### config.mk
export PLATFORM = sky130hd
export DESIGN_NAME = acl_key_field_builder
export DESIGN_NICKNAME = d
export VERILOG_FILES = /design/src/core/acl_key_field_builder.v
export VERILOG_INCLUDE_DIRS = /design/src /design/src/core
export SDC_FILE = /design/constraint.sdc
export NUM_CORES = 2
export LEC_CHECK = 0
export ABC_AREA = 1
export BUFFER_PORTS_ARGS = -buffer_cell sky130_fd_sc_hd__buf_4
export CAP_MARGIN = 10
export CORE_AREA = 10 10 484 486
export CTS_BUF_LIST = sky130_fd_sc_hd__clkbuf_2
export DETAILED_ROUTE_END_ITERATION = 8
export DIE_AREA = 0 0 494 496
export GPL_TIMING_DRIVEN = 1
export MAX_ROUTING_LAYER = met4
export PLACE_DENSITY = 0.49
export RECOVER_POWER = 100
export SLEW_MARGIN = 10
export SYNTH_ARGS = -nofsm -noshare
export SYNTH_HDL_FRONTEND = slang
export SYNTH_SLANG_ARGS = --single-unit
### constraint.sdc
create_clock -name clk -period 3.1 [get_ports clk]
set_input_delay 0.62 -clock clk [delete_from_list [all_inputs] [get_ports clk]]
set_output_delay 0.62 -clock clk [all_outputs]
set_load 0.1 [all_outputs]
### src/core/acl_key_regs.vh
// What this block does
// - llc and snap keys: dest mac at bit 46, src mac at 94
// - llc key: 40-bit llc header and data at bit 142
// - snap key: 40-bit snap header after llc AA-AA-03, at bit 142
// - arp key: src mac at 46; bit 94 set for ethernet hardware type
// - arp key: bit 95 set when protocol space is ip
// - arp key: bit 96 set only for lengths 6 and 4
// - arp key: bit 97 target hw equals smac, bit 98 sender hw
// - arp key: 2-bit opcode at 100, unknown opcode flag at 99
// - arp key: target ip at 102, sender ip at 134
// - arp key: bit 166 set when sender ip equals target ip
// - ip key: ipv4 flag at 46; ipv6 uses it when standard entry off
// - ip key: fragmented flag at 47 on more-fragments or offset
// - ip key: bit 48 for nonzero offset; layer-4 fields don't-care
// - ip key: options flag at 49 when ihl above 5; layer-4 don't-care
// - ip key: ttl nonzero flag at 50, tos byte at 51
// - ip key: address words at 59 and 91, ipv6 source low half
// - ip key: address equality at 123, full 128 bits for ipv6
// - ip key: tcp flag at 124 when protocol is 6
// - ip key: dest port at 125, source port at 141
// - ip key: 8-bit range mask at 157, frame ports, classified vid/dscp
// - ip key: port equality flag at 165
// - ip key: bits 166/167 seq zero and fin, or ptp message type bits
// - 4-bit key type at bit 0: 1 llc, 2 snap, 3 arp, 4 ip
// - bit 4 set for first lookup, cleared for second
// - ip key: ptp domain number at bit 173
`ifndef ACL_KEY_REGS_VH
`define ACL_KEY_REGS_VH

// ********************************
// register offsets
// ********************************
`define REG_CTRL 8'h00
`define REG_STATUS 8'h04
`define REG_RNG_KIND 8'h08
`define REG_SKIPS 8'h0C
`define REG_RNG_BOUND 8'h20
`define CTRL_RESET 32'h0000_0000
`define RNG_KIND_RESET 24'h00_0000
`define RNG_BOUND_RESET 32'hFFFF_0000

// ********************************
// key types and range kinds
// ********************************
`define KT_LLC 4'h1
`define KT_SNAP 4'h2
`define KT_ARP 4'h3
`define KT_IP4 4'h4
`define FK_L2 2'h0
`define FK_ARP 2'h1
`define FK_IP 2'h2
`define RNG_NONE 3'h0
`define RNG_SPORT 3'h1
`define RNG_DPORT 3'h2
`define RNG_EITHER 3'h3
`define RNG_VID 3'h4
`define RNG_DSCP 3'h5
`define NUM_RNG 8

// ********************************
// protocol values
// ********************************
`define LLC_SNAP_HDR 24'hAA_AA03
`define ARP_HW_ETH 16'h0001
`define ARP_PROTO_IP 16'h0800
`define ARP_HW_LEN 8'h06
`define ARP_PROTO_LEN 8'h04
`define IP_PROTO_TCP 8'h06
`define IP_BASE_IHL 4'h5

// ********************************
// field positions
// ********************************
`define B_TYPE 0
`define B_FIRST 4
`define B_DMAC 46
`define B_SMAC 94
`define B_L2DATA 142
`define B_ARP_SMAC 46
`define B_HW_OK 94
`define B_PROTO_OK 95
`define B_LEN_OK 96
`define B_TGT_MATCH 97
`define B_SND_MATCH 98
`define B_OP_UNK 99
`define B_OPCODE 100
`define B_ARP_TIP 102
`define B_ARP_SIP 134
`define B_ARP_EQ 166
`define B_IP4 46
`define B_FRAG 47
`define B_FRAG_OFS 48
`define B_OPTS 49
`define B_TTL 50
`define B_TOS 51
`define B_DIP 59
`define B_SIP 91
`define B_IP_EQ 123
`define B_TCP 124
`define B_DPORT 125
`define B_SPORT 141
`define B_RNG 157
`define B_PORT_EQ 165
`define B_SEQ0 166
`define B_FIN 167
`define B_PTP_DOM 173
`define B_L4_LAST 180

`endif

### src/core/acl_key_field_builder.v
`include "acl_key_regs.vh"
`default_nettype none

module acl_key_field_builder #(
   parameter KEY_W = 192
) (
   input wire clk,
   input wire rst_b,
   // apb slave
   input wire psel,
   input wire penable,
   input wire pwrite,
   input wire [7:0] paddr,
   input wire [31:0] pwdata,
   output reg [31:0] prdata,
   output wire pready,
   output reg pslverr,
   // frame fields from the parser
   input wire frm_valid,
   input wire [1:0] frm_kind,
   input wire first_lookup,
   input wire [47:0] dmac,
   input wire [47:0] smac,
   input wire [63:0] l2_payload,
   input wire [15:0] arp_hw_type,
   input wire [15:0] arp_proto_type,
   input wire [7:0] arp_hw_len,
   input wire [7:0] arp_proto_len,
   input wire [15:0] resolution_opcode,
   input wire [47:0] arp_sender_hw,
   input wire [47:0] arp_target_hw,
   input wire [31:0] arp_sender_ip,
   input wire [31:0] arp_target_ip,
   input wire is_ipv6,
   input wire more_frags,
   input wire [12:0] frag_offset,
   input wire [3:0] ip_hdr_len,
   input wire [7:0] ip_ttl,
   input wire [7:0] ip_tos,
   input wire [7:0] ip_proto,
   input wire [127:0] ip_src,
   input wire [127:0] ip_dst,
   input wire [15:0] src_port_field,
   input wire [15:0] dest_port_field,
   input wire [31:0] tcp_seq,
   input wire tcp_fin,
   input wire is_ptp,
   input wire [3:0] ptp_msg_type,
   input wire [7:0] ptp_domain,
   input wire [11:0] cls_vid,
   input wire [5:0] cls_dscp,
   // key to the match stage
   output reg key_valid,
   output reg [KEY_W-1:0] key_data,
   output reg [KEY_W-1:0] key_care,
   output reg key_skip
);

   // ********************************
   // range checker
   // ********************************
   function in_range;
      input [15:0] val;
      input [15:0] lo;
      input [15:0] hi;
      begin
         in_range = (val >= lo) && (val <= hi);
      end
   endfunction

   function rng_hit;
      input [2:0] kind;
      input [31:0] bound;
      input [15:0] sp;
      input [15:0] dp;
      input [11:0] vid;
      input [5:0] dscp;
      reg [15:0] lo;
      reg [15:0] hi;
      begin
         lo = bound[15:0];
         hi = bound[31:16];
         case (kind)
            `RNG_SPORT: rng_hit = in_range(sp, lo, hi);
            `RNG_DPORT: rng_hit = in_range(dp, lo, hi);
            `RNG_EITHER: rng_hit = in_range(sp, lo, hi) ||
               in_range(dp, lo, hi);
            `RNG_VID: rng_hit = in_range({4'h0, vid}, lo, hi);
            `RNG_DSCP: rng_hit = in_range({10'h000, dscp}, lo, hi);
            default: rng_hit = 1'b0;
         endcase
      end
   endfunction

   // ********************************
   // registers
   // ********************************
   reg ipv6_std_ena;
   reg [23:0] rng_kind;
   reg [31:0] rng_bound [0:`NUM_RNG-1];
   reg [15:0] key_count;
   reg [15:0] skip_count;
   reg [3:0] last_type;
   reg ack;
   reg [31:0] next_prdata;
   reg next_err;
   integer i;
   integer j;

   // ********************************
   // address decode
   // ********************************
   wire setup = psel & ~penable;
   wire wr_done = psel & penable & pready & pwrite;
   wire bound_sel = (paddr[7:5] == 3'h1);
   wire [2:0] bound_idx = paddr[4:2];
   wire addr_ok = bound_sel || (paddr == `REG_CTRL) ||
      (paddr == `REG_STATUS) || (paddr == `REG_RNG_KIND) ||
      (paddr == `REG_SKIPS);

   assign pready = ack;

   // ********************************
   // read mux
   // ********************************
   always @* begin
      next_err = ~addr_ok;
      next_prdata = 32'h0000_0000;
      if (bound_sel) begin
         next_prdata = rng_bound[bound_idx];
      end else begin
         case (paddr)
            `REG_CTRL: next_prdata = {31'h0000_0000, ipv6_std_ena};
            `REG_STATUS: next_prdata = {12'h000, last_type, key_count};
            `REG_RNG_KIND: next_prdata = {8'h00, rng_kind};
            `REG_SKIPS: next_prdata = {16'h0000, skip_count};
            default: next_prdata = 32'h0000_0000;
         endcase
      end
   end

   // ********************************
   // bus handshake
   // ********************************
   always @(posedge clk or negedge rst_b) begin
      if (!rst_b) begin
         ack <= 1'b0;
         prdata <= 32'h0000_0000;
         pslverr <= 1'b0;
      end else begin
         ack <= setup;
         if (setup) begin
            prdata <= pwrite ? 32'h0000_0000 : next_prdata;
            pslverr <= next_err;
         end
      end
   end

   // ********************************
   // register writes
   // ********************************
   always @(posedge clk or negedge rst_b) begin
      if (!rst_b) begin
         ipv6_std_ena <= 1'b0;
         rng_kind <= `RNG_KIND_RESET;
         for (i = 0; i < `NUM_RNG; i = i + 1) begin
            rng_bound[i] <= `RNG_BOUND_RESET;
         end
      end else if (wr_done) begin
         if (bound_sel) begin
            rng_bound[bound_idx] <= pwdata;
         end else if (paddr == `REG_CTRL) begin
            ipv6_std_ena <= pwdata[0];
         end else if (paddr == `REG_RNG_KIND) begin
            rng_kind <= pwdata[23:0];
         end
      end
   end

   // ********************************
   // key assembly
   // ********************************
   reg [KEY_W-1:0] next_data;
   reg [KEY_W-1:0] next_care;
   reg [3:0] next_type;
   reg next_skip;
   reg [7:0] rng_mask;
   reg no_l4;
   reg addr_eq;
   wire is_snap = (l2_payload[63:40] == `LLC_SNAP_HDR);

   // ********************************
   // key type and skip
   // ********************************
   always @* begin
      next_type = `KT_LLC;
      next_skip = 1'b0;
      case (frm_kind)
         `FK_L2: next_type = is_snap ? `KT_SNAP : `KT_LLC;
         `FK_ARP: next_type = `KT_ARP;
         `FK_IP: begin
            next_type = `KT_IP4;
            next_skip = is_ipv6 & ipv6_std_ena;
         end
         default: begin
            next_skip = 1'b1;
         end
      endcase
   end

   // ********************************
   // range mask
   // ********************************
   always @* begin
      rng_mask = 8'h00;
      for (j = 0; j < `NUM_RNG; j = j + 1) begin
         rng_mask[j] = rng_hit(rng_kind[3*j +: 3], rng_bound[j],
            src_port_field, dest_port_field, cls_vid, cls_dscp);
      end
   end

   // ********************************
   // key fields
   // ********************************
   always @* begin
      next_data = {KEY_W{1'b0}};
      next_care = {KEY_W{1'b0}};
      no_l4 = 1'b0;
      addr_eq = 1'b0;
      case (frm_kind)
         `FK_L2: begin
            next_data[`B_DMAC +: 48] = dmac;
            next_data[`B_SMAC +: 48] = smac;
            next_care[`B_DMAC +: 96] = {96{1'b1}};
            if (is_snap) begin
               next_data[`B_L2DATA +: 40] = l2_payload[39:0];
            end else begin
               next_data[`B_L2DATA +: 40] = l2_payload[63:24];
            end
            next_care[`B_L2DATA +: 40] = {40{1'b1}};
         end
         `FK_ARP: begin
            next_data[`B_ARP_SMAC +: 48] = smac;
            next_data[`B_HW_OK] = (arp_hw_type == `ARP_HW_ETH);
            next_data[`B_PROTO_OK] = (arp_proto_type == `ARP_PROTO_IP);
            next_data[`B_LEN_OK] = (arp_hw_len == `ARP_HW_LEN) &&
               (arp_proto_len == `ARP_PROTO_LEN);
            next_data[`B_TGT_MATCH] = (arp_target_hw == smac);
            next_data[`B_SND_MATCH] = (arp_sender_hw == smac);
            case (resolution_opcode)
               16'h0001: next_data[`B_OPCODE +: 2] = 2'h0;
               16'h0002: next_data[`B_OPCODE +: 2] = 2'h1;
               16'h0003: next_data[`B_OPCODE +: 2] = 2'h2;
               16'h0004: next_data[`B_OPCODE +: 2] = 2'h3;
               default: next_data[`B_OP_UNK] = 1'b1;
            endcase
            next_data[`B_ARP_TIP +: 32] = arp_target_ip;
            next_data[`B_ARP_SIP +: 32] = arp_sender_ip;
            next_data[`B_ARP_EQ] = (arp_sender_ip == arp_target_ip);
            next_care[`B_ARP_SMAC +: 121] = {121{1'b1}};
         end
         `FK_IP: begin
            next_data[`B_IP4] = ~is_ipv6;
            next_data[`B_FRAG] = ~is_ipv6 &
               (more_frags | (frag_offset != 13'h0000));
            next_data[`B_FRAG_OFS] = ~is_ipv6 &
               (frag_offset != 13'h0000);
            next_data[`B_OPTS] = ~is_ipv6 &
               (ip_hdr_len > `IP_BASE_IHL);
            next_data[`B_TTL] = (ip_ttl != 8'h00);
            next_data[`B_TOS +: 8] = ip_tos;
            if (is_ipv6) begin
               next_data[`B_DIP +: 32] = ip_src[63:32];
               next_data[`B_SIP +: 32] = ip_src[31:0];
               addr_eq = (ip_src == ip_dst);
            end else begin
               next_data[`B_DIP +: 32] = ip_dst[31:0];
               next_data[`B_SIP +: 32] = ip_src[31:0];
               addr_eq = (ip_src[31:0] == ip_dst[31:0]);
            end
            next_data[`B_IP_EQ] = addr_eq;
            next_data[`B_TCP] = (ip_proto == `IP_PROTO_TCP);
            next_care[`B_IP4 +: 79] = {79{1'b1}};
            no_l4 = next_data[`B_FRAG_OFS] | next_data[`B_OPTS];
            next_data[`B_DPORT +: 16] = dest_port_field;
            next_data[`B_SPORT +: 16] = src_port_field;
            next_data[`B_RNG +: 8] = rng_mask;
            next_data[`B_PORT_EQ] = (src_port_field == dest_port_field);
            if (is_ptp) begin
               next_data[`B_SEQ0] = ptp_msg_type[0];
               next_data[`B_FIN] = ptp_msg_type[1];
               next_data[`B_PTP_DOM +: 8] = ptp_domain;
            end else begin
               next_data[`B_SEQ0] = (tcp_seq == 32'h0000_0000);
               next_data[`B_FIN] = tcp_fin;
            end
            next_care[`B_DPORT +: 56] = {56{1'b1}};
            if (no_l4) begin
               next_data[`B_DPORT +: 56] = {56{1'b0}};
               next_care[`B_DPORT +: 56] = {56{1'b0}};
            end
         end
         default: no_l4 = 1'b0;
      endcase
      next_data[`B_TYPE +: 4] = next_type;
      next_data[`B_FIRST] = first_lookup;
      next_care[`B_TYPE +: 5] = 5'h1F;
   end

   // ********************************
   // output stage
   // ********************************
   always @(posedge clk or negedge rst_b) begin
      if (!rst_b) begin
         key_valid <= 1'b0;
         key_skip <= 1'b0;
         key_data <= {KEY_W{1'b0}};
         key_care <= {KEY_W{1'b0}};
      end else begin
         key_valid <= frm_valid & ~next_skip;
         key_skip <= frm_valid & next_skip;
         if (frm_valid & ~next_skip) begin
            key_data <= next_data;
            key_care <= next_care;
         end
      end
   end

   // ********************************
   // status counters
   // ********************************
   always @(posedge clk or negedge rst_b) begin
      if (!rst_b) begin
         key_count <= 16'h0000;
         skip_count <= 16'h0000;
         last_type <= 4'h0;
      end else begin
         if (frm_valid & ~next_skip) begin
            key_count <= key_count + 16'h0001;
            last_type <= next_type;
         end
         if (frm_valid & next_skip) begin
            skip_count <= skip_count + 16'h0001;
         end
      end
   end

endmodule

`default_nettype wire

Word-level counts from Yosys, hierarchy flattened
Index checks and enable logic that the tools add are counted.
{ "word_totals": {"mem_bits_rw": 0, "in_bits": 828, "n_memories": 0, "output_inout_bits": 420, "elab_cells": 261, "ff_bits": 635, "latchBits": 0, "mem_bits_ro": 0} }
{ "op_classes": {"n_bitwise": 19, "n_eq_ne": 62, "div_mod_pow": 0, "shift": 0, "multipliers": 0, "n_lt_le_gt_ge": 67, "mux": 35, "add_sub_neg": 2, "reduce_logical": 56} }
{ "op_table": {"columns": ["op", "count"], "rows": [
  ["case mux 121 bit (3 select lines)", 1],
  ["bitwise mux 256 bit", 1],
  [">= comparator 16 bit", 16],
  ["less-or-equal comparator 16 bit", 16],
  ["case mux 121 bit (2 select lines)", 1],
  ["two-way mux 32 bit", 6],
  ["equality test 128 bit", 1],
  [">= comparator 12 x 16 -> 1 bit", 8],
  [">= comparator 6 x 16 -> 1 bit", 8],
  ["less-or-equal comparator 12 x 16 -> 1 bit", 8],
  ["less-or-equal comparator 6 x 16 -> 1 bit", 8],
  ["two-way mux 56 bit", 2],
  ["binary-select mux 32 bit (select 3 bit)", 1],
  ["demux 32 bit (select 3 bit)", 1],
  ["equality test 48 bit", 2],
  ["case mux 24 bit (4 select lines)", 1],
  ["equality test 32 bit", 2],
  ["case mux 14 bit (2 select lines)", 2],
  ["equality test 3 x 2 -> 1 bit, second input constant", 16],
  ["equality test 3 bit, second input constant", 16],
  ["two-way mux 40 bit", 1],
  ["case mux 1 bit (5 select lines)", 8],
  ["logical AND 1 bit", 34],
  ["adder 16 x 1 -> 16 bit, second input constant", 2],
  ["35 further kinds", 79]
]} }

Depth between registers and ports, before layout
{ "logic_depth": {"depth_word": 6, "mapped_depth": 16, "ltp_nobuf": 16} }

Worst setup path before layout
No wires, ideal clock.
{ "synth_timing": {"path_type": "register to output", "from": "register, netlist name key_care[124]", "to": "output port key_care[100]", "t_arrival_ns": 2.612, "path_buffers": 1, "stages_incl_launch_ff": 2, "slack_ns": -0.132, "path_cell_list": "dfrtp_1 -> buf_4"} }
{ "synth_rtl": {"columns": ["element", "line", "rtl"], "rows": [
  ["end, declared", "acl_key_field_builder.v:55", "output reg [KEY_W-1:0] key_care,"]
]} }

Worst setup path after layout
{ "layout_timing": {"from": "input port paddr[2]", "to": "register pslverr"} }
{ "layout_via": {"elab_chain_cells": 6} }
{ "layout_lines": {"columns": ["element", "line", "rtl"], "rows": [
  ["start, declared", "acl_key_field_builder.v:13", "input wire [7:0] paddr,"],
  ["zero test 8 bit", null, null],
  ["logical OR 1 bit (3 in a row)", "acl_key_field_builder.v:117", "wire addr_ok = bound_sel || (paddr == `REG_CTRL) ||"],
  ["logical OR 1 bit *", "acl_key_field_builder.v:117", null],
  ["inverter 1 bit *", "acl_key_field_builder.v:127", "next_err = ~addr_ok;"],
  ["end signal, assigned", "acl_key_field_builder.v:154", "pslverr <= next_err;"],
  ["end, declared", "acl_key_field_builder.v:17", "output reg pslverr,"]
]} }
Mark *: on every way between the ends. The rest lies on a longest branch, timed or not.
A chain may end at the register's enable or synchronous reset.

==> flow_summary.toml <==
[synthesis]
ys_ff_latch = 494
synth_ff_type = "dfrtp_1"
yosysWarningCount = 0
yosysTopAreaCell = "ha_1"
synthDominantCellAreaShare_pct = 20.65
synth_xor_area_share_pct = 3.839
muxShareOfSynthArea_pct = 0.02060
synth_seq_area_share_pct = 25.77
synth_edf_count = 0
yosys.cell_types.count = 61
yosys-top-cells-count = "nand2_1, ha_1, inv_1"
synthSimpleGateAreaFrac_pct = 21.61
synth_compound_area_share_pct = 16.97
synthAdderAreaFrac_pct = 20.65
synth_top_family_by_area = "simple AND/OR/NAND/NOR gates"
yosys-top-cells-area = "ha_1, dfrtp_1, nand2_1, dfstp_2, inv_1"
synthCells = 6579
post-synth-top-count-cell = "nand2_1"
avgSynthCellArea_um2 = 7.386
syn-cell-area_mm2 = 0.04859
synth_async_sr_flop_share_pct = 100.0

[layout]
final_cell_count_no_fill = 12000
layout-drive-gt1-share_pct = 22.52
nets = 10440
area_growth_pct = 55.41
fin_util_pct = 33.68
filler_cell_count = 23740
final_cell_area_mm2 = 0.07551

[setup_path]
critPathLaunch = "paddr[2]"
critPathSlowestCell = "clkbuf_1"
worst_setup_path_end_kind = "register"
worst_setup_path_start_kind = "input port"
cpMostUsedCell = "dlygate4sd3_1"
cp.arrival_ns = 5.30
crit_fanout = 18
r2r_start = "pready"
path_class = "input port to register"
worstPathCellList = "dlygate4sd3_1 > clkbuf_2 > dlygate4sd3_1 > inv_4 > buf_4 > nand2_1 > clkbuf_1 > nor3_1 > inv_1 > nand3_1 > o41ai_1 > dlygate4sd3_1"
required_ns = 4.77
critPathMaxStageDelay_ns = 0.86
r2r_setup_slack_ns = -0.35

[routing]
drt-met1-wl_mm = 148.4
viasPerCell = 4.892
wl_met3_mm = 31.17
wl_met2_mm = 174.7
drcViolationCount = 0
ant_nets = 0
dr.pass1.iters = 8
vias = 58690
wirelength_mm = 377.6
drt_iter0_markers = 5640
wire_per_inst_um = 31.47
routed.top_layer = "met4"

[clock_tree]
cts_buffers = 156
clock_latency_ns = 1.82
cts_tree = "done"
clock_tree.buffer_depth = 3
clk_pin_slew_worst_paths_ns = 0.10
cts_root_buffer = "clkbuf_2"
htree_num_levels = 4
clock-sinks = 494

[placed_design]
port_buffers = 1141
globalplace.congestion = 0.9844
hpwl_mm = 305.1
place_area_mm2 = 0.06197
numPlacedInstances = 10750

[sta]
max_freq_mhz = 275.4
relSlewSlack_pct = -55.19
tightest_slew_ns = 2.328
maxSlewViolCount = 51
final-setup-viol-count = 578
hold_ws_ns = 0.1270
fin_crit_sh_pct = 117.1
grt_setup_unrepaired = "true"
min_period_ns = 3.630
hold_violations = 0
setup_ws_ns = -0.5304
skew_ns = 0.1533

[floorplanning]
die_x_um = 494
initial_core_util_pct = 21.67
die_h_um = 496
placementRows = 174
ios = 1248
die_area_mm2 = 0.2450
coreArea_mm2 = 0.2242

[power]
peakVddDrop_v = 0.0004145
p_leak_nw = 35.20
powerDensity_mw_per_mm2 = 339.1

[hold_path]
min_from = "resolution_opcode[4]"
hp-class = "input port to register"

[outcome]
violations = "capacitance limit, slew limit, setup timing"
status = "complete, but fails checks"

[global_routing]
grt_pass1_wl_mm = 488.7
grt_max_degree = 80
first_global_vias = 57280
antenna_found_initial = 89
grt_overflow = 0
track_usage_pct = 29.66

[run]
cap_violations = 1
-- cell type report --
type / count / area, µm² / share of cell area, %
Antenna cell: 72 / 180.2 / 0.2386
Multi-Input combinational cell: 5022 / 31020 / 41.08
Clock buffer: 219 / 1096 / 1.451
Inverter: 746 / 2821 / 3.736
Timing Repair Buffer: 2388 / 23730 / 31.43
Tap cell: 2992 / 3744 / 4.957
Sequential cell: 494 / 12550 / 16.62
Clock inverter: 64 / 362.8 / 0.4805
-- report_power, final --
group,internal (W),switching (W)
clock network,0.00216,0.00369
registers,0.00686,0.000492
logic,0.00450,0.00790
-- logic make-up (layout without fill, tap and decap cells) --
family | count (synthesis) | in the layout
AOI/OAI and AO/OA | 1422 | 1422
xor gates and xnor gates | 213 | 213
adders and majority gates | 802 | 802
buffers and inverters | 1166 | 3417
DFF | 494 | 494
muxes | 1 | 1
other | 1 | 175
and+or+nand+nor | 2480 | 2481
-- metal layers --
layer,global-route usage [%],vias to the layer above
met3,6.979,716
li1,-,26660
met5,-,-
met2,47.97,2908
met4,14.03,0
met1,34.70,28410
-- state kept, by name (all words and copies together) (netlist names) --
signal         flops
ipv6_std_ena       1
key_care           5
key_count         16
key_data         138
key_skip           1
key_valid          1
last_type          2
prdata            32
pready             1
pslverr            1
rng_bound        224
rng_hit.bound     32
rng_kind          24
skip_count        16
-- worst paths after layout --
check,to,cells past startpoint
setup / recovery,pslverr,12
hold / removal,key_data[101],9
setup reg to reg,rng_bound[141],9
hold reg to reg,rng_hit.bound[17],2
max in group asynchronous,key_data[165],7
min in group asynchronous,rng_hit.bound[25],5
-- repair_timing --
item,CTS,global route
cloned,0,16
hold endpoints to repair,988,5
pin swaps,0,5
resized for setup,72,748
hold buffers,820,4
buffers inserted,0,61
endpoints found under the setup margin,318,484
-- cell usage in the layout (no fill, tap or decap), types with 194 or more instances in the layout --
| cell | count |
|---|---|
| nand2_1 | 1580 |
| buf_4 | 1181 |
| dlygate4sd3_1 | 808 |
| ha_1 | 802 |
| inv_1 | 729 |
| a21oi_1 | 478 |
| nor2_1 | 392 |
| dfrtp_1 | 344 |
| o21ai_0 | 309 |
| buf_12 | 286 |
| clkbuf_2 | 232 |
| o21ai_1 | 221 |
| nand3_1 | 194 |
-- stage by stage --
stage | setup WS, ns | total power [W] | TNS, ns
finish | -0.5304 | 0.02560 | -101.78
global route | -0.6345 | 0.02673 | -159.88
CTS | -0.6072 | 0.02455 | -133.36
detailed placement | -0.5043 | 0.01753 | -0.5665
global placement | -0.4925 | 0.01743 | -0.5613
floorplan | 0.4761 | 0.01303 | 0
-- worst max-delay path: cells and delay by family --
| kind | cells | cell delay [ns] |
|---|---|---|
| compound gates | 1 | 0.27 |
| buf+inv | 8 | 3.88 |
| simple gates | 3 | 0.52 |
Note: power is estimated with default switching activity, not from simulation.
